## src/clock_gating_cfg.svh

```systemverilog
// clock_gating_cfg.svh: offsets, bit positions and reset values of the clock gating block
// assumes a 32-bit word register port with byte offsets
`ifndef CLOCK_GATING_CFG_SVH
`define CLOCK_GATING_CFG_SVH
`define OFS_SYS_SET        8'h00
`define OFS_SYS_CLR        8'h04
`define OFS_SYS_STATE      8'h08
`define OFS_PER_SET        8'h10
`define OFS_PER_CLR        8'h14
`define OFS_PER_STATE      8'h18
`define OFS_USB_PHY_CFG    8'h1c
`define OFS_MAIN_OSC_CFG   8'h20
`define OFS_MAIN_FREQ      8'h24
`define OFS_PLL_CFG        8'h28
`define OFS_MCK_CFG        8'h30
`define OFS_USB_CFG        8'h38
`define OFS_SMD_CFG        8'h3c
`define OFS_PROG0_CFG      8'h40
`define OFS_PROG1_CFG      8'h44
`define OFS_INT_SET        8'h60
`define OFS_INT_CLR        8'h64
`define OFS_STATUS         8'h68
`define OFS_INT_MASK       8'h6c
`define OFS_PLL_PUMP       8'h80
`define OFS_WP_MODE        8'he4
`define OFS_WP_STATUS      8'he8
`define OFS_EVT_STATUS     8'hf0
`define OFS_EVT_MASK       8'hf4
`define OFS_PER_CTRL       9'h10c
`define BIT_PROC           0
`define BIT_DRAM           2
`define BIT_DOUBLE         3
`define BIT_SMD            4
`define BIT_UHOST          6
`define BIT_UDEV           7
`define BIT_PROG0          8
`define BIT_PROG1          9
`define SYS_MASK           32'h0000_03dd
`define SYS_SET_MASK       32'h0000_03dc
`define PER_MASK           32'hffff_fffc
`define SYS_STATE_RESET    32'h0000_0005
`define PER_STATE_RESET    32'h0000_0000
`define USB_PHY_RESET      32'h1020_0000
`define PLL_CFG_RESET      32'h0000_3f00
`define MCK_CFG_RESET      32'h0000_0001
`define STATUS_RESET       32'h0001_0008
`define PLL_PUMP_RESET     32'h0100_0100
`define WP_EN_BIT          0
`define WP_VIOL_BIT        0
`define WP_SRC_LSB         8
`define EVT_VIOL_BIT       0
`define EVT_WIDTH          1
`endif

```

## src/clock_gating_pkg.sv

```systemverilog
// clock_gating_pkg.sv: types shared by the clock gating block
// assumes clock_gating_cfg.svh gives the numeric constants
package clock_gating_pkg;
  typedef logic [8:0]  addr_type;
  typedef logic [31:0] word_type;
  typedef struct packed {
    word_type sys_on;
    word_type per_on;
    word_type usb_phy;
    word_type main_osc;
    word_type main_freq;
    word_type pll_cfg;
    word_type mck_cfg;
    word_type usb_cfg;
    word_type smd_cfg;
    word_type prog0;
    word_type prog1;
    word_type int_mask;
    word_type pll_pump;
    word_type wp_mode;
    logic     viol_flag;
    logic [15:0] viol_src;
    logic [0:0]  evt_status;
    logic [0:0]  evt_mask;
    word_type per_ctrl;
    word_type rdata;
  } state_type;
endpackage : clock_gating_pkg

```

## src/system_peripheral_clock_gating.sv

```systemverilog
// system_peripheral_clock_gating.sv: register-controlled system and peripheral clock gating
// assumes one clock domain, word register port, gates are enable-style (glitch free latch cells outside)
`include "clock_gating_cfg.svh"
module system_peripheral_clock_gating #(
  parameter logic [31:0] PER_IMPLEMENTED = 32'hffff_fffc
) (
  input  wire logic                       sys_clk_in,
  input  wire logic                       rstn_in,
  input  wire clock_gating_pkg::addr_type addr_in,
  input  wire clock_gating_pkg::word_type wdata_in,
  input  wire logic                       wr_in,
  input  wire logic                       rd_in,
  input  wire logic                       lcd_pixel_source_select_in,
  input  wire logic                       double_rate_master_clock_in,
  output clock_gating_pkg::word_type      rdata_out,
  output logic                            processor_clock_gate_out,
  output logic                            dram_clock_gate_out,
  output logic                            double_rate_clock_gate_out,
  output logic                            soft_modem_clock_gate_out,
  output logic                            usb_host_48mhz_clock_out,
  output logic                            usb_host_12mhz_clock_out,
  output logic                            usb_device_clock_gate_out,
  output logic                            prog_clock_out_0,
  output logic                            prog_clock_out_1,
  output clock_gating_pkg::word_type      peripheral_clock_bit_out,
  output logic                            lcd_pixel_clock_enable_out,
  output logic                            irq_out
);
  import clock_gating_pkg::*;

  state_type cur;
  state_type next_cur;
  logic      prot;
  logic      wr_hit_prot;
  word_type  rd_val;

  assign prot = cur.wp_mode[`WP_EN_BIT];

  always_comb begin
    wr_hit_prot = 1'b0;
    if (addr_in == {1'b0, `OFS_SYS_SET} || addr_in == {1'b0, `OFS_SYS_CLR}
        || addr_in == {1'b0, `OFS_PER_SET} || addr_in == {1'b0, `OFS_MAIN_FREQ}
        || addr_in == {1'b0, `OFS_PLL_CFG} || addr_in == {1'b0, `OFS_MCK_CFG}
        || addr_in == {1'b0, `OFS_USB_CFG} || addr_in == {1'b0, `OFS_PROG0_CFG}
        || addr_in == {1'b0, `OFS_PROG1_CFG} || addr_in == {1'b0, `OFS_PLL_PUMP}) begin
      wr_hit_prot = 1'b1;
    end
  end

  always_comb begin
    rd_val = 32'h0000_0000;
    if (addr_in == {1'b0, `OFS_SYS_STATE}) begin
      rd_val = cur.sys_on;
    end else if (addr_in == {1'b0, `OFS_PER_STATE}) begin
      rd_val = cur.per_on;
    end else if (addr_in == {1'b0, `OFS_USB_PHY_CFG}) begin
      rd_val = cur.usb_phy;
    end else if (addr_in == {1'b0, `OFS_MAIN_OSC_CFG}) begin
      rd_val = cur.main_osc;
    end else if (addr_in == {1'b0, `OFS_MAIN_FREQ}) begin
      rd_val = cur.main_freq;
    end else if (addr_in == {1'b0, `OFS_PLL_CFG}) begin
      rd_val = cur.pll_cfg;
    end else if (addr_in == {1'b0, `OFS_MCK_CFG}) begin
      rd_val = cur.mck_cfg;
    end else if (addr_in == {1'b0, `OFS_USB_CFG}) begin
      rd_val = cur.usb_cfg;
    end else if (addr_in == {1'b0, `OFS_SMD_CFG}) begin
      rd_val = cur.smd_cfg;
    end else if (addr_in == {1'b0, `OFS_PROG0_CFG}) begin
      rd_val = cur.prog0;
    end else if (addr_in == {1'b0, `OFS_PROG1_CFG}) begin
      rd_val = cur.prog1;
    end else if (addr_in == {1'b0, `OFS_STATUS}) begin
      rd_val = `STATUS_RESET;
    end else if (addr_in == {1'b0, `OFS_INT_MASK}) begin
      rd_val = cur.int_mask;
    end else if (addr_in == {1'b0, `OFS_PLL_PUMP}) begin
      rd_val = cur.pll_pump;
    end else if (addr_in == {1'b0, `OFS_WP_MODE}) begin
      rd_val = cur.wp_mode;
    end else if (addr_in == {1'b0, `OFS_WP_STATUS}) begin
      rd_val = {cur.viol_src, 15'h0000, cur.viol_flag};
    end else if (addr_in == {1'b0, `OFS_EVT_STATUS}) begin
      rd_val = {31'h0000_0000, cur.evt_status};
    end else if (addr_in == {1'b0, `OFS_EVT_MASK}) begin
      rd_val = {31'h0000_0000, cur.evt_mask};
    end else if (addr_in == `OFS_PER_CTRL) begin
      rd_val = cur.per_ctrl;
    end
  end

  always_comb begin
    next_cur = cur;
    next_cur.rdata = rd_in ? rd_val : 32'h0000_0000;
    // clear on read first so a violation in a same-cycle write still lands
    if (rd_in && addr_in == {1'b0, `OFS_WP_STATUS}) begin
      next_cur.viol_flag = 1'b0;
    end
    if (wr_in && prot && wr_hit_prot) begin
      next_cur.viol_flag  = 1'b1;
      next_cur.viol_src   = {7'h00, addr_in};
      next_cur.evt_status = 1'b1;
    end else if (wr_in) begin
      if (addr_in == {1'b0, `OFS_SYS_SET}) begin
        // no processor bit here: it cannot be restarted from software
        next_cur.sys_on = cur.sys_on | (wdata_in & `SYS_SET_MASK);
      end else if (addr_in == {1'b0, `OFS_SYS_CLR}) begin
        next_cur.sys_on = cur.sys_on & ~(wdata_in & `SYS_MASK);
      end else if (addr_in == {1'b0, `OFS_PER_SET}) begin
        next_cur.per_on = cur.per_on | (wdata_in & `PER_MASK & PER_IMPLEMENTED);
      end else if (addr_in == {1'b0, `OFS_PER_CLR}) begin
        next_cur.per_on = cur.per_on & ~(wdata_in & `PER_MASK & PER_IMPLEMENTED);
      end else if (addr_in == {1'b0, `OFS_USB_PHY_CFG}) begin
        next_cur.usb_phy = wdata_in;
      end else if (addr_in == {1'b0, `OFS_MAIN_OSC_CFG}) begin
        next_cur.main_osc = wdata_in;
      end else if (addr_in == {1'b0, `OFS_MAIN_FREQ}) begin
        next_cur.main_freq = wdata_in;
      end else if (addr_in == {1'b0, `OFS_PLL_CFG}) begin
        next_cur.pll_cfg = wdata_in;
      end else if (addr_in == {1'b0, `OFS_MCK_CFG}) begin
        next_cur.mck_cfg = wdata_in;
      end else if (addr_in == {1'b0, `OFS_USB_CFG}) begin
        next_cur.usb_cfg = wdata_in;
      end else if (addr_in == {1'b0, `OFS_SMD_CFG}) begin
        next_cur.smd_cfg = wdata_in;
      end else if (addr_in == {1'b0, `OFS_PROG0_CFG}) begin
        next_cur.prog0 = wdata_in;
      end else if (addr_in == {1'b0, `OFS_PROG1_CFG}) begin
        next_cur.prog1 = wdata_in;
      end else if (addr_in == {1'b0, `OFS_INT_SET}) begin
        next_cur.int_mask = cur.int_mask | wdata_in;
      end else if (addr_in == {1'b0, `OFS_INT_CLR}) begin
        next_cur.int_mask = cur.int_mask & ~wdata_in;
      end else if (addr_in == {1'b0, `OFS_PLL_PUMP}) begin
        next_cur.pll_pump = wdata_in;
      end else if (addr_in == {1'b0, `OFS_WP_MODE}) begin
        next_cur.wp_mode = wdata_in;
      end else if (addr_in == {1'b0, `OFS_EVT_STATUS}) begin
        next_cur.evt_status = cur.evt_status & ~wdata_in[0:0];
      end else if (addr_in == {1'b0, `OFS_EVT_MASK}) begin
        next_cur.evt_mask = wdata_in[0:0];
      end else if (addr_in == `OFS_PER_CTRL) begin
        next_cur.per_ctrl = wdata_in;
      end
    end
  end

  always_ff @(posedge sys_clk_in or negedge rstn_in) begin
    if (!rstn_in) begin
      cur            <= '0;
      cur.sys_on     <= `SYS_STATE_RESET;
      cur.per_on     <= `PER_STATE_RESET;
      cur.usb_phy    <= `USB_PHY_RESET;
      cur.pll_cfg    <= `PLL_CFG_RESET;
      cur.mck_cfg    <= `MCK_CFG_RESET;
      cur.pll_pump   <= `PLL_PUMP_RESET;
    end else begin
      cur <= next_cur;
    end
  end

  // enables only; the actual gate cells latch them on the low phase, keeping outputs glitch free
  assign rdata_out                  = cur.rdata;
  assign processor_clock_gate_out   = cur.sys_on[`BIT_PROC];
  assign dram_clock_gate_out        = cur.sys_on[`BIT_DRAM];
  assign double_rate_clock_gate_out = cur.sys_on[`BIT_DOUBLE];
  assign soft_modem_clock_gate_out  = cur.sys_on[`BIT_SMD];
  assign usb_host_48mhz_clock_out   = cur.sys_on[`BIT_UHOST];
  assign usb_host_12mhz_clock_out   = cur.sys_on[`BIT_UHOST];
  assign usb_device_clock_gate_out  = cur.sys_on[`BIT_UDEV];
  assign prog_clock_out_0           = cur.sys_on[`BIT_PROG0];
  assign prog_clock_out_1           = cur.sys_on[`BIT_PROG1];
  assign peripheral_clock_bit_out   = cur.per_on;
  assign lcd_pixel_clock_enable_out = cur.sys_on[`BIT_DOUBLE] & lcd_pixel_source_select_in
                                      & double_rate_master_clock_in;
  assign irq_out = |(cur.evt_status & cur.evt_mask);
endmodule : system_peripheral_clock_gating

```

## config.mk

```make
export PLATFORM = sky130hd
export DESIGN_NAME = system_peripheral_clock_gating
export DESIGN_NICKNAME = d
export VERILOG_FILES = /design/src/clock_gating_pkg.sv /design/src/system_peripheral_clock_gating.sv
export VERILOG_INCLUDE_DIRS = /design/src
export SDC_FILE = /design/constraint.sdc
export NUM_CORES = 1
export LEC_CHECK = 0
export BUFFER_PORTS_ARGS = -buffer_cell sky130_fd_sc_hd__clkbuf_2
export CAP_MARGIN = 20
export CELL_PAD_IN_SITES_DETAIL_PLACEMENT = 1
export CELL_PAD_IN_SITES_GLOBAL_PLACEMENT = 1
export CORE_MARGIN = 4
export CORE_UTILIZATION = 50
export CTS_CLUSTER_DIAMETER = 80
export CTS_CLUSTER_SIZE = 25
export DETAILED_ROUTE_END_ITERATION = 10
export GPL_ROUTABILITY_DRIVEN = 1
export GPL_TIMING_DRIVEN = 1
export PLACE_DENSITY_LB_ADDON = 0.1
export SKIP_LAST_GASP = 1
export SLEW_MARGIN = 30
export SYNTH_ARGS = -nofsm -noshare
export SYNTH_HDL_FRONTEND = slang
export SYNTH_SLANG_ARGS = --single-unit
export TNS_END_PERCENT = 50
```

## constraint.sdc

```tcl
create_clock -name sys_clk_in -period 4.6 [get_ports sys_clk_in]
set_input_delay 0 -clock sys_clk_in [delete_from_list [all_inputs] [get_ports sys_clk_in]]
set_output_delay 0 -clock sys_clk_in [all_outputs]
set_load 0.1 [all_outputs]
```

==> impl_metrics.toml <==
[status]
result_of_the_run = "completed"

[critical_path]
ff2ff_path_depth = 4
cp.arrival_ns = 3.47
timing_worst_setup_path_type = "primary input to flop"
cp-start-kind = "primary input"
critical_path_required_ns = 5.09
timing.critical_path.to_type = "flop"
critPathMaxFanout = 24

[hold_path]
hp-class = "primary input to flop"
whs_path_depth = 2

[timing]
grt_setup_unrepaired = "no"
drv_slew = 0
final_hold_slack_ns = 0.0693
fmaxAchievable_mhz = 336
finalSetupViolations = 0
worst_slew_margin_rel = 0.322
worst-slew-pin-transition_ns = 1.01
setup_slack_ns = 1.62
finalCriticalPeriod_ns = 2.98
totalNegativeSetupSlack_ns = 0
final_hold_viol_count = 0
clock_skew_ns = 0.0182
timing.final.crit_share = 0.648

[detailed_routing]
num_vias = 18100
routedWlPerCell_um = 32.0
final_antenna_net_count = 0
number_of_iterations_in_the_first_detailed_routing_pass = 5
finalWirelength_mm = 86.0
drt_iter0_markers = 1614
drc = 0
vias_per_instance = 6.71

[placement]
hpwl_mm = 52.7
pre_cts_ws_ns = 1.17
gp_routability_congestion = 0.968
buffer_ports.inserted = 119

[die]
top_level_i_o_count = 122
core_outline_area_um2 = 47800
row_count = 80
die_height_um = 228
dieArea_um2 = 52000
width_of_the_die_um = 228
initial_utilization = 0.506

[global_route]
grt_max_degree = 145
number_of_global_route_vias_before_repair = 19200
grt-ovfl-total = 0
global_route_wire_length_before_repair_mm = 129
antenna_found_initial = 0
grt_util_all_layers = 0.325

[clocking]
numClockSinks = 498
tritoncts = "yes"
clk_pin_slew_ns = 0.10
clock_path_buffers = 3
clk_root_buffer_cell = "sky130_fd_sc_hd__clkbuf_16"
numCtsBuffers = 28
cts_max_level = 1
cts.repair_timing.setup_buffer_count = 0
clk-insertion-delay-late_ns = 0.61

[synthesis]
synth_top_area_cell = "sky130_fd_sc_hd__dfrtp_1"
synth-edff-count = 0
post_synthesis_async_set_or_reset_flop_share = 1.00
syn_avg_cell_area_um2 = 11.8
post_synthesis_sequential_area_ratio = 0.515
synthMostInstantiatedCell = "sky130_fd_sc_hd__dfrtp_1"
synth.distinct_cells = 79
yosysWarningCount = 0
ranking_of_synthesized_cells_by_instance_count = "sky130_fd_sc_hd__dfrtp_1 (485), sky130_fd_sc_hd__mux2_2 (361), sky130_fd_sc_hd__a21oi_1 (131)"
synth_top_cells_by_area = "sky130_fd_sc_hd__dfrtp_1 (50%), sky130_fd_sc_hd__mux2_2 (17%), sky130_fd_sc_hd__mux2_4 (3.7%), sky130_fd_sc_hd__a21oi_1 (2.7%), sky130_fd_sc_hd__buf_4 (2.3%)"
synth.top_cell.area_share = 0.501
synth.cell_area_um2 = 24200
yosys_most_used_dff = "sky130_fd_sc_hd__dfrtp_1"
ys_ff_latch = 498
postSynthCellCount = 2060

[layout]
fillCellCount = 4932
layout.area.seq_um2 = 12500
multi_input_comb_area_um2 = 10500
layout_area_growth_over_synthesis_pct = 8.58
design.final.nets = 2102
layout.core_utilization = 0.550
diodes_inserted = 0
drive_gt1_frac = 0.343

[power_and_ir_drop]
power.ir.vdd_worst_mv = 0.253
power.total_w = 0.00811
total_leakage_power_nw = 12.7
p_per_area_nw_per_um2 = 308

[job]
maxCapViolations = 0
critical path, stage by stage:
cell and delay, ns:
sky130_fd_sc_hd__clkbuf_2 0.34, sky130_fd_sc_hd__nor3_2 0.71, sky130_fd_sc_hd__nand2_1 0.35, sky130_fd_sc_hd__o21ai_1 0.57, sky130_fd_sc_hd__inv_1 0.18, sky130_fd_sc_hd__nand2_2 0.39
sky130_fd_sc_hd__buf_4 0.50, sky130_fd_sc_hd__mux2_2 0.40
per-stage QoR:
stage / cell area (µm²) / std cells
global route: 26300 / 2692
global placement: 24900 / 2602
floorplan: 24200 / 2061
CTS: 26300 / 2690
finish: 26300 / 2692
detailed placement: 24900 / 2603
final timing paths:
| check | start | endpoint | slack (ns) |
|---|---|---|---|
| max | addr_in[3] | cur[53] | 1.62 |
| min | addr_in[7] | cur[73] | 0.07 |
| max reg2reg | cur[83] | cur[334] | 2.17 |
| min reg2reg | cur[74] | cur[74] | 0.49 |
| max in group asynchronous | rstn_in | cur[70] | 2.59 |
| min in group asynchronous | rstn_in | asynchronous set/reset pin | 0.42 |
power by group:
group	switching (W)	internal, W
sequential	0.0000512	0.00447
clock	0.00162	0.00140
combinational	0.000397	0.000173
total	0.00207	0.00604
cell usage in the layout, fill, tap and decap left out, types with 7 or more instances in the layout:
cell type,count
sky130_fd_sc_hd__nand2_1,119
sky130_fd_sc_hd__a21oi_1,131
sky130_fd_sc_hd__clkbuf_2,118
sky130_fd_sc_hd__nor3_1,26
sky130_fd_sc_hd__a22oi_1,10
sky130_fd_sc_hd__a31oi_1,7
sky130_fd_sc_hd__a211oi_1,36
sky130_fd_sc_hd__nand3_1,9
sky130_fd_sc_hd__mux2_2,361
sky130_fd_sc_hd__o221ai_1,33
sky130_fd_sc_hd__dfrtp_1,485
sky130_fd_sc_hd__nor2_1,63
sky130_fd_sc_hd__o21ai_0,108
sky130_fd_sc_hd__o22ai_1,53
sky130_fd_sc_hd__clkbuf_16,29
sky130_fd_sc_hd__nor2b_1,7
sky130_fd_sc_hd__nand4_1,34
sky130_fd_sc_hd__inv_1,8
sky130_fd_sc_hd__nand2_2,7
sky130_fd_sc_hd__o31ai_1,23
sky130_fd_sc_hd__o2bb2ai_1,10
sky130_fd_sc_hd__a211o_1,8
sky130_fd_sc_hd__o211ai_1,10
sky130_fd_sc_hd__o22a_1,13
sky130_fd_sc_hd__and3_1,7
sky130_fd_sc_hd__buf_4,58
sky130_fd_sc_hd__mux2_4,60
sky130_fd_sc_hd__dfstp_2,13
sky130_fd_sc_hd__o21a_1,8
sky130_fd_sc_hd__mux2_1,32
sky130_fd_sc_hd__a32oi_1,16
sky130_fd_sc_hd__dlygate4sd3_1,36
layer usage:
layer | routed length [µm] | vias to the layer above | GRT usage
li1 | - | 7528 | -
met1 | 36800 | 9602 | 0.455
met2 | 40100 | 752 | 0.522
met3 | 6310 | 175 | 0.0623
met4 | 2850 | 0 | 0.0913
met5 | 0 | - | 0
area by class of cell:
class | instances | area share
clock inverters | 18 | 0.00870
multi-input cells | 1298 | 0.398
inverters | 8 | 0.00114
repair buffers | 221 | 0.0599
well taps | 615 | 0.0293
clock buffers | 34 | 0.0287
flip-flops and latches | 498 | 0.474
logic make-up (layout without fill, tap and decap cells):
| kind of cell | after synthesis | after routing | synth area share |
|---|---|---|---|
| AO/OA/AOI/OAI | 506 | 506 | 0.135 |
| flip-flops | 498 | 498 | 0.515 |
| multiplexers | 454 | 454 | 0.220 |
| AND/OR/NAND/NOR | 335 | 335 | 0.0704 |
| buffers and inverters | 265 | 281 | 0.0584 |
| other | 1 | 2 | 0.000155 |
| XOR/XNOR | 1 | 1 | 0.000362 |
repair_timing:
item | in CTS | in global routing
gates resized for setup | 0 | 0
setup endpoints to repair | 0 | 0
endpoints found under the hold margin | 551 | 46
hold buffers | 35 | 1
(Power assumes the default switching activity.)
